===== src/include/bert_defines.vh =====
// Register offsets, field positions, reset values and rate counts of the BERT control block
`ifndef BERT_DEFINES_VH
`define BERT_DEFINES_VH

// Register indices; byte address is four times the index
`define PATTERN_SET_IDX       8'h00
`define PATTERN_LENGTH_IDX    8'h04
`define POLY_TAP_IDX          8'h05
`define PATTERN_CONTROL_IDX   8'h06
`define ERROR_INSERT_IDX      8'h07
`define BIT_TOTAL_IDX         8'h08
`define ERROR_TOTAL_IDX       8'h0c
`define CAPTURED_PATTERN_IDX  8'h10
`define STATUS_IDX            8'h14

// Pattern control fields
`define CTL_TX_PATTERN_LOAD   7
`define CTL_ZERO_SUPPRESS     6
`define CTL_PATTERN_TYPE      5
`define CTL_COUNT_LATCH       4
`define CTL_RECEIVE_CAPTURE   3
`define CTL_AUTO_RESYNC_DIS   2
`define CTL_MANUAL_REALIGN    1
`define CTL_LOOP_BACK         0

// Error insert fields
`define INS_TX_INVERT         5
`define INS_RX_INVERT         4
`define INS_SINGLE_ERROR      3
`define INS_RATE_MSB          2

// Reset values
`define PATTERN_CONTROL_RESET 8'h00
`define ERROR_INSERT_RESET    8'h00
`define PATTERN_SET_RESET     32'hffffffff
`define PATTERN_LENGTH_RESET  5'h1f
`define POLY_TAP_RESET        5'h00

// Zero suppression limit and error rate periods in bits
`define ZERO_RUN_LIMIT        5'd14
`define RATE_PERIOD_1         24'd10
`define RATE_PERIOD_2         24'd100
`define RATE_PERIOD_3         24'd1000
`define RATE_PERIOD_4         24'd10000
`define RATE_PERIOD_5         24'd100000
`define RATE_PERIOD_6         24'd1000000
`define RATE_PERIOD_7         24'd10000000

// Detector synchronisation thresholds
`define SYNC_GOOD_BITS        6'd32
`define SYNC_LOSS_ERRORS      4'd6
`define SYNC_WINDOW_BITS      7'd64

`endif


===== src/bert_ctrl.v =====
// BERT pattern control, error insertion, detector and counters behind an APB slave
//
// Contract
// - Zero suppression forces one after fourteen zeros
// - Type bit selects repetitive or pseudorandom pattern
// - Latch edge copies counts, clears internal counts
// - Latch bit ORed with latch pin
// - Capture edge stores last 32 received bits
// - Capture bit ORed with capture pin
// - Resync disable bit stops automatic resynchronisation
// - Realign edge forces detector resynchronisation
// - Transmit invert flips every transmitted bit
// - Receive invert flips every received bit
// - Errors corrupt only the generated transmit pattern
// - Single error edge corrupts exactly one bit
// - Rate code sets periodic error insertion
// - Counters hold while synchronisation is lost
`timescale 1ns/1ps
`default_nettype none
`include "bert_defines.vh"

module bert_ctrl #(
    parameter integer CNT_W = 32
) (
    input  wire              pclk,
    input  wire              presetn,
    input  wire              psel,
    input  wire              penable,
    input  wire              pwrite,
    input  wire [7:0]        paddr,
    input  wire [31:0]       pwdata,
    output reg  [31:0]       prdata,
    output wire              pready,
    output reg               pslverr,
    input  wire              tx_pattern_load_pin,
    input  wire              count_latch_pin,
    input  wire              receive_capture_pin,
    input  wire              rx_data_pin,
    output reg               tx_data,
    output wire              in_sync
);

    // Register state
    reg  [7:0]       pattern_control_q;
    reg  [7:0]       error_insert_control_q;
    reg  [31:0]      pset_q;
    reg  [4:0]       plen_q;
    reg  [4:0]       ptap_q;
    reg  [CNT_W-1:0] bit_total_q;
    reg  [CNT_W-1:0] error_total_q;
    reg  [31:0]      captured_q;
    // Generator and detector state
    reg  [31:0]      gen_q;
    reg  [4:0]       zero_run_q;
    reg  [23:0]      rate_cnt_q;
    reg              single_pend_q;
    reg  [31:0]      rx_hist_q;
    reg              sync_q;
    reg  [5:0]       good_run_q;
    reg  [6:0]       win_cnt_q;
    reg  [3:0]       win_err_q;
    reg  [CNT_W-1:0] bit_cnt_q;
    reg  [CNT_W-1:0] err_cnt_q;
    // Pin synchronisers and edge history
    reg  [2:0]       pin_s1_q;
    reg  [2:0]       pin_s2_q;
    reg              rx_s1_q;
    reg              rx_s2_q;
    reg  [4:0]       ctl_prev_q;

    wire [7:0] word_idx = {2'b00, paddr[7:2]};
    wire       setup    = psel & ~penable;
    wire       wr_en    = psel & penable & pwrite;

    // Bus answers in one access cycle; read data is prepared in setup
    assign pready  = 1'b1;
    assign in_sync = sync_q;

    // Address decode check
    reg mapped;
    always @* begin
        mapped = 1'b0;
        case (word_idx)
            `PATTERN_SET_IDX, `PATTERN_LENGTH_IDX, `POLY_TAP_IDX,
            `PATTERN_CONTROL_IDX, `ERROR_INSERT_IDX, `BIT_TOTAL_IDX,
            `ERROR_TOTAL_IDX, `CAPTURED_PATTERN_IDX, `STATUS_IDX: mapped = 1'b1;
            default: mapped = 1'b0;
        endcase
    end

    // Read mux; unused upper bits read as zero
    reg [31:0] rd_mux;
    always @* begin
        rd_mux = 32'h00000000;
        case (word_idx)
            `PATTERN_SET_IDX:      rd_mux = pset_q;
            `PATTERN_LENGTH_IDX:   rd_mux = {27'h0000000, plen_q};
            `POLY_TAP_IDX:         rd_mux = {27'h0000000, ptap_q};
            `PATTERN_CONTROL_IDX:  rd_mux = {24'h000000, pattern_control_q};
            `ERROR_INSERT_IDX:     rd_mux = {24'h000000, error_insert_control_q};
            `BIT_TOTAL_IDX:        rd_mux = bit_total_q[31:0];
            `ERROR_TOTAL_IDX:      rd_mux = error_total_q[31:0];
            `CAPTURED_PATTERN_IDX: rd_mux = captured_q;
            `STATUS_IDX:           rd_mux = {31'h00000000, sync_q};
            default:               rd_mux = 32'h00000000;
        endcase
    end

    // Registered read data and error, valid during the access phase
    always @(posedge pclk or negedge presetn) begin
        if (!presetn) begin
            prdata  <= 32'h00000000;
            pslverr <= 1'b0;
        end else if (setup) begin
            prdata  <= pwrite ? 32'h00000000 : rd_mux;
            pslverr <= ~mapped;
        end
    end

    // Software registers; unused high bits are dropped on write
    always @(posedge pclk or negedge presetn) begin
        if (!presetn) begin
            pattern_control_q      <= `PATTERN_CONTROL_RESET;
            error_insert_control_q <= `ERROR_INSERT_RESET;
            pset_q                 <= `PATTERN_SET_RESET;
            plen_q                 <= `PATTERN_LENGTH_RESET;
            ptap_q                 <= `POLY_TAP_RESET;
        end else if (wr_en) begin
            case (word_idx)
                `PATTERN_SET_IDX:     pset_q                 <= pwdata;
                `PATTERN_LENGTH_IDX:  plen_q                 <= pwdata[4:0];
                `POLY_TAP_IDX:        ptap_q                 <= pwdata[4:0];
                `PATTERN_CONTROL_IDX: pattern_control_q      <= pwdata[7:0];
                `ERROR_INSERT_IDX:    error_insert_control_q <= {2'b00, pwdata[5:0]};
                default:              pattern_control_q      <= pattern_control_q;
            endcase
        end
    end

    // Two-flop synchronisers on all pins before any logic looks at them
    always @(posedge pclk or negedge presetn) begin
        if (!presetn) begin
            pin_s1_q <= 3'b000;
            pin_s2_q <= 3'b000;
            rx_s1_q  <= 1'b0;
            rx_s2_q  <= 1'b0;
        end else begin
            pin_s1_q <= {tx_pattern_load_pin, count_latch_pin, receive_capture_pin};
            pin_s2_q <= pin_s1_q;
            rx_s1_q  <= rx_data_pin;
            rx_s2_q  <= rx_s1_q;
        end
    end

    // Combined controls: load, latch, capture, realign, single error
    wire [4:0] ctl_now = {
        pattern_control_q[`CTL_TX_PATTERN_LOAD] | pin_s2_q[2],
        pattern_control_q[`CTL_COUNT_LATCH] | pin_s2_q[1],
        pattern_control_q[`CTL_RECEIVE_CAPTURE] | pin_s2_q[0],
        pattern_control_q[`CTL_MANUAL_REALIGN],
        error_insert_control_q[`INS_SINGLE_ERROR]
    };
    // Only a fresh low-to-high change acts, so a held bit does nothing
    wire [4:0] ctl_rise = ctl_now & ~ctl_prev_q;
    wire load_rise    = ctl_rise[4];
    wire latch_rise   = ctl_rise[3];
    wire capture_rise = ctl_rise[2];
    wire realign_rise = ctl_rise[1];
    wire single_rise  = ctl_rise[0];

    always @(posedge pclk or negedge presetn) begin
        if (!presetn)
            ctl_prev_q <= 5'b00000;
        else
            ctl_prev_q <= ctl_now;
    end

    // Generator next bit: feedback for pseudorandom, rotation for repetitive
    wire prbs_mode = pattern_control_q[`CTL_PATTERN_TYPE];
    wire gen_fb    = prbs_mode ? (gen_q[plen_q] ^ gen_q[ptap_q]) : gen_q[plen_q];
    // Suppression looks at the run already sent, so at most fourteen zeros leave
    wire zs_force  = pattern_control_q[`CTL_ZERO_SUPPRESS] && (zero_run_q == `ZERO_RUN_LIMIT);
    wire gen_bit   = gen_fb | zs_force;

    // Period for the selected automatic rate
    reg [23:0] rate_period;
    always @* begin
        case (error_insert_control_q[`INS_RATE_MSB:0])
            3'd1:    rate_period = `RATE_PERIOD_1;
            3'd2:    rate_period = `RATE_PERIOD_2;
            3'd3:    rate_period = `RATE_PERIOD_3;
            3'd4:    rate_period = `RATE_PERIOD_4;
            3'd5:    rate_period = `RATE_PERIOD_5;
            3'd6:    rate_period = `RATE_PERIOD_6;
            3'd7:    rate_period = `RATE_PERIOD_7;
            default: rate_period = 24'h000000;
        endcase
    end
    wire rate_on  = (error_insert_control_q[`INS_RATE_MSB:0] != 3'd0);
    wire rate_hit = rate_on && (rate_cnt_q == rate_period - 24'd1);
    wire err_ins  = rate_hit | single_pend_q;

    // Transmit section: load, shift, error insert, inversion
    always @(posedge pclk or negedge presetn) begin
        if (!presetn) begin
            gen_q         <= `PATTERN_SET_RESET;
            zero_run_q    <= 5'd0;
            rate_cnt_q    <= 24'h000000;
            single_pend_q <= 1'b0;
            tx_data       <= 1'b0;
        end else begin
            if (load_rise)
                gen_q <= pset_q;
            else
                gen_q <= {gen_q[30:0], gen_bit};
            // Run follows the bit that leaves, so a reload cannot stretch it; saturates at the limit
            if (gen_bit)
                zero_run_q <= 5'd0;
            else if (zero_run_q != `ZERO_RUN_LIMIT)
                zero_run_q <= zero_run_q + 5'd1;
            if (!rate_on || rate_hit)
                rate_cnt_q <= 24'h000000;
            else
                rate_cnt_q <= rate_cnt_q + 24'd1;
            // A new edge arms one error; the pending bit is spent on the next bit
            if (single_rise)
                single_pend_q <= 1'b1;
            else if (single_pend_q)
                single_pend_q <= 1'b0;
            // Corruption applies to the generated stream only
            tx_data <= (gen_bit ^ err_ins) ^ error_insert_control_q[`INS_TX_INVERT];
        end
    end

    // Receive bit: loopback takes the transmit line, else the synced pin
    wire rx_raw = pattern_control_q[`CTL_LOOP_BACK] ? tx_data : rx_s2_q;
    wire rx_bit = rx_raw ^ error_insert_control_q[`INS_RX_INVERT];
    // Expected bit predicted from received history with the same structure
    wire rx_exp = prbs_mode ? (rx_hist_q[plen_q] ^ rx_hist_q[ptap_q]) : rx_hist_q[plen_q];
    wire rx_err = rx_bit ^ rx_exp;

    // Detector synchronisation
    wire auto_resync = ~pattern_control_q[`CTL_AUTO_RESYNC_DIS];
    wire win_end     = (win_cnt_q == `SYNC_WINDOW_BITS - 7'd1);
    // Errors counted while auto resync was off still count once it is back on
    wire loss_now    = sync_q && auto_resync && rx_err &&
                       (win_err_q >= `SYNC_LOSS_ERRORS - 4'd1);
    always @(posedge pclk or negedge presetn) begin
        if (!presetn) begin
            rx_hist_q  <= 32'h00000000;
            sync_q     <= 1'b0;
            good_run_q <= 6'd0;
            win_cnt_q  <= 7'd0;
            win_err_q  <= 4'd0;
        end else begin
            rx_hist_q <= {rx_hist_q[30:0], rx_bit};
            if (realign_rise || loss_now) begin
                sync_q     <= 1'b0;
                good_run_q <= 6'd0;
                win_cnt_q  <= 7'd0;
                win_err_q  <= 4'd0;
            end else if (!sync_q) begin
                // Hunting: needs a clean run before declaring sync
                good_run_q <= rx_err ? 6'd0 : good_run_q + 6'd1;
                if (!rx_err && good_run_q == `SYNC_GOOD_BITS - 6'd1)
                    sync_q <= 1'b1;
            end else begin
                win_cnt_q <= win_end ? 7'd0 : win_cnt_q + 7'd1;
                if (win_end)
                    win_err_q <= 4'd0;
                else if (rx_err && win_err_q != 4'hf)
                    win_err_q <= win_err_q + 4'd1;
            end
        end
    end

    // Counters, latch and capture
    always @(posedge pclk or negedge presetn) begin
        if (!presetn) begin
            bit_cnt_q     <= {CNT_W{1'b0}};
            err_cnt_q     <= {CNT_W{1'b0}};
            bit_total_q   <= {CNT_W{1'b0}};
            error_total_q <= {CNT_W{1'b0}};
            captured_q    <= 32'h00000000;
        end else begin
            if (latch_rise) begin
                bit_total_q   <= bit_cnt_q;
                error_total_q <= err_cnt_q;
                bit_cnt_q     <= {CNT_W{1'b0}};
                err_cnt_q     <= {CNT_W{1'b0}};
            end else if (sync_q) begin
                // Out of sync the counts stand still
                bit_cnt_q <= bit_cnt_q + {{(CNT_W-1){1'b0}}, 1'b1};
                if (rx_err)
                    err_cnt_q <= err_cnt_q + {{(CNT_W-1){1'b0}}, 1'b1};
            end
            if (capture_rise)
                captured_q <= rx_hist_q;
        end
    end

endmodule

`default_nettype wire


===== config.mk =====
export PLATFORM = sky130hd
export DESIGN_NAME = bert_ctrl
export DESIGN_NICKNAME = d
export VERILOG_FILES = /design/src/bert_ctrl.v
export VERILOG_INCLUDE_DIRS = /design/src /design/src/include
export SDC_FILE = /design/constraint.sdc
export NUM_CORES = 1
export LEC_CHECK = 0
export BUFFER_PORTS_ARGS = -buffer_cell sky130_fd_sc_hd__buf_2
export CAP_MARGIN = 40
export CORE_ASPECT_RATIO = 0.5
export CORE_UTILIZATION = 47
export CTS_CLUSTER_DIAMETER = 30
export CTS_CLUSTER_SIZE = 8
export DETAILED_ROUTE_END_ITERATION = 10
export PLACE_DENSITY = 0.74
export SLEW_MARGIN = 0
export SYNTH_ARGS = -nofsm -noshare
export SYNTH_HDL_FRONTEND = slang
export SYNTH_SLANG_ARGS = --single-unit

===== constraint.sdc =====
create_clock -name pclk -period 5.4 [get_ports pclk]
set_input_delay 0.27 -clock pclk [delete_from_list [all_inputs] [get_ports pclk]]
set_output_delay 0.27 -clock pclk [all_outputs]
set_load 0.01 [all_outputs]

==> impl_metrics.csv <==
group,metric,value,unit
status,status,"complete, but fails checks",
status,violations,"DRC",
drt,via_count,13500,
logic_synthesis,yosys_warnings,0,
clock_tree,htreeDepth,2,
drt,first_iter_violations,1385,
logic_synthesis,synth_compound_area_share,10.6,%
critical_path,rr_worst_depth,7,
clock_tree,clock_latency,0.59,ns
power,pwr-share-clk,47.3,%
grt,grt_pass1_vias,13200,
cells_and_area,synthToLayoutAreaGrowth,16.4,%
placement,placed_area,0.0188,mm2
critical_path,path_depth,7,
logic_synthesis,synth-edff-count,0,
logic_synthesis,synthArstFlopShare,100,%
drt,drtAntennaViolNets,0,
drt,routed_wl,46600,um
power,power_density,346,mW/mm2
critical_path,crit_end,"win_err_q[3]",
critical_path,critPathLaunchType,"register",
sta,worst_pin_slew,0.928,ns
logic_synthesis,yosys.area_share.simple,16.0,%
floorplan,ios,85,
sta,rsz0062_at_grt,"false",
grt,grt_max_degree,162,
hold_path,whs_path_depth,2,
critical_path,slowest_delay,1.04,ns
logic_synthesis,synth_cells,1651,
grt,antenna_found_initial,2,
logic_synthesis,postSynthAreaPerCell,10.8,um2
floorplan,core-area,0.0374,mm2
logic_synthesis,synth_top_cell_by_area,"dfrtp_1",
power,ir_drop,0.232,mV
power,seqPwrFrac,43.9,%
clock_tree,cts-root-buf,"clkbuf_16",
sta,relSlewSlack,38.1,%
critical_path,endpoint_kind,"register",
grt,track_usage,24.3,%
sta,setup_slack,1.34,ns
sta,fmax,0.246,GHz
clock_tree,path_clk_slew,0.05,ns
critical_path,cp.required,5.83,ns
critical_path,criticalPathCategory,"reg -> reg",
floorplan,die_h,140,um
power,combPwrFrac,8.8,%
clock_tree,cts_buffer_depth,3,
drt,wl_per_cell,20.5,um
floorplan,die-area,0.0389,mm2
critical_path,reg2reg_setup_slack,1.34,ns
critical_path,rr_endpoint,"win_err_q[3]",
hold_path,hold_start,"pwdata[1]",
critical_path,crit_family,"compound AO/OA/AOI/OAI gates",
power,leakagePower,9.01,nW
clock_tree,numCtsBuffers,57,
floorplan,start_util,47.8,%
power,switchingPower,1.79,mW
critical_path,path_cells,"nor2b_1 > a2111oi_0 > o22ai_1 > nor3_2 > xor3_2 > o21ai_0 > a221oi_1",
placement,post-dp-hpwl,31000,um
critical_path,critPathSlowestCell,"dfstp_2",
cells_and_area,nNetsFinal,1801,
logic_synthesis,synth_cell_type_count,71,
clock_tree,cts_tree,"built",
logic_synthesis,synth_nets,1711,
placement,port_buffers,81,
logic_synthesis,synth_xor_area_share,3.30,%
sta,hold_violations,0,
power,switching_share,24.9,%
drt,detail_route.vias_per_cell,5.96,
drt,drt-pass1-iter-count,9,
job,drv_cap,0,
logic_synthesis,ys.flop_type,"dfrtp_1",
sta,period_needed,4.06,ns
grt,grt_pass1_wl,74300,um
critical_path,critical_path_arrival,4.48,ns
logic_synthesis,ys_seq_elements,375,
cells_and_area,multi_input_area,0.00792,mm2
clock_tree,cts_setup_buffers,0,
critical_path,path_buf_inv,0,
logic_synthesis,syn_area,0.0179,mm2
logic_synthesis,synth-adder-area-share,0.769,%
logic_synthesis,synthTopCellsByArea,"dfrtp_1, dfstp_2, mux2_2",
sta,fin_skew,0.0284,ns
sta,drv_slew,0,
placement,place_ws,1.37,ns
cells_and_area,fin_area,0.0208,mm2
critical_path,crit_fanout,35,
cells_and_area,drive_gt1_share,23.8,%
critical_path,r2r_start,"plen_q[1]",
logic_synthesis,synth_top_cell_area_share,42.8,%
grt,gr-total-overflow,0,
sta,post-route-period-util,75.2,%
logic_synthesis,synth_top_family_by_area,"simple AND/OR/NAND/NOR gates",
power,internal-power,5.42,mW
logic_synthesis,ys_top_cells_by_count,"dfrtp_1, nand2_1, mux2_2",
logic_synthesis,synthMuxAreaShare,13.4,%
sta,setup_viol,0,
cells_and_area,fillers,3106,
floorplan,fp-row-count,50,
placement,place_congestion,0.908,
clock_tree,cts.sinks,375,
critical_path,startpoint,"plen_q[1]",
floorplan,die_w,278,um
drt,route.detailed.drc,1,
sta,fin_setup_tns,0,ns
logic_synthesis,ys_seq_area_share,52.9,%
logic_synthesis,yosysMostFrequentCell,"dfrtp_1",
hold_path,hold_class,"in -> reg",
cells_and_area,regArea,0.00947,mm2
[worst register-to-register path, delay by kind of cell (launching register included)]
family | cells | cell delay, ns
AO/OA/AOI/OAI | 4 | 1.60
flip-flops | 1 | 1.04
XOR/XNOR | 1 | 0.71
AND/OR/NAND/NOR | 2 | 0.56
[area by class of cell]
cell class | instances | area share, %
antenna | 2 | 0.0240
clock buffer | 83 | 7.57
clock inverter | 10 | 0.769
inverter | 25 | 0.451
multi-input combinational | 1147 | 38.0
sequential | 375 | 45.5
tap | 494 | 2.97
timing repair buffer | 135 | 4.71
[sequential cells by signal, summed over array words and instances (netlist names), 6 cells and up]
register / count
rx_hist_q: 32
pattern_control_q: 8
win_cnt_q: 7
bit_total_q: 32
err_cnt_q: 32
gen_q: 32
pset_q: 32
prdata: 32
error_total_q: 32
captured_q: 32
rate_cnt_q: 24
good_run_q: 6
bit_cnt_q: 32
error_insert_control_q: 6
[worst min path at each step]
stage / endpoint
6_report: plen_q[1]
5_1_grt: pset_q[1]
4_1_cts: pattern_control_q[1]
3_5_place_dp: pin_s1_q[0]
3_3_place_gp: pin_s2_q[1]
2_1_floorplan: bit_cnt_q[0]
[power by group through the flow]
| stage | Sequential (mW) | Combinational, mW | Clock [mW] |
|---|---|---|---|
| 6_report | 3.17 | 0.634 | 3.41 |
| 3_3_place_gp | 3.19 | 0.586 | 0 |
| 2_1_floorplan | 3.12 | 0.445 | 0 |
| 4_1_cts | 3.16 | 0.637 | 3.45 |
| 5_1_grt | 3.18 | 0.703 | 3.58 |
| 3_5_place_dp | 3.20 | 0.615 | 0 |
[placed cells by master (no fill, tap or decap), types with 9 or more instances in the layout]
cell type / synthesis / final
clkbuf_1: 78 / 22
inv_1: 25 / 25
buf_4: 3 / 16
a22oi_1: 32 / 32
xor2_1: 32 / 32
o21ai_0: 72 / 72
ha_1: 11 / 11
mux2i_1: 29 / 29
nand2_1: 263 / 263
and2_1: 9 / 9
a22o_1: 13 / 13
a21oi_1: 55 / 55
buf_2: 5 / 80
or4_1: 22 / 22
dlygate4sd3_1: 0 / 32
mux2_2: 131 / 131
or3_1: 16 / 16
dfrtp_1: 306 / 306
nor2_1: 114 / 113
nand3_1: 41 / 41
nor3_1: 20 / 19
a221oi_1: 29 / 29
dfstp_2: 69 / 69
xnor2_1: 30 / 30
o31ai_1: 19 / 19
mux4_2: 22 / 22
nor2b_1: 14 / 13
nand4_1: 30 / 30
clkbuf_16: 0 / 58
nand2b_1: 13 / 12
and3_1: 20 / 20
[per-layer routing]
| metal | vias up | global-route usage, % | part of all wire (%) |
|---|---|---|---|
| met3 | 97 | 5.12 | 6.9 |
| met1 | 6871 | 34.6 | 45 |
| met5 | - | 0 | 0 |
| li1 | 6133 | - | - |
| met4 | 0 | 9.16 | 3.4 |
| met2 | 438 | 36.8 | 45 |
[through the flow]
stage                     std cells  utilization, %  total power, mW  hold WS, ns
after floorplan                1651               -             3.56      -0.0256
after global placement         2140            49.9             3.78        0.332
after detailed placement       2144            50.1             3.82        0.337
after CTS                      2269            55.6             7.25      0.00947
after global routing           2271            55.7             7.47       0.0190
final                          2271            55.7             7.21       0.0305
[cells by family (layout without fill, tap and decap cells)]
family / after synthesis / count (layout)
AO/OA/AOI/OAI: 280 / 280
XOR/XNOR: 64 / 64
adder cells (fa/ha/maj): 11 / 11
buffers and inverters: 129 / 253
flip-flops: 375 / 375
multiplexers: 187 / 187
other: 1 / 3
AND/OR/NAND/NOR: 604 / 604
[what timing repair did]
action,CTS,global route
hold endpoints to repair,127,0
gates resized for setup,0,0
hold buffers,32,0
Power figures use the tool's default switching activity.
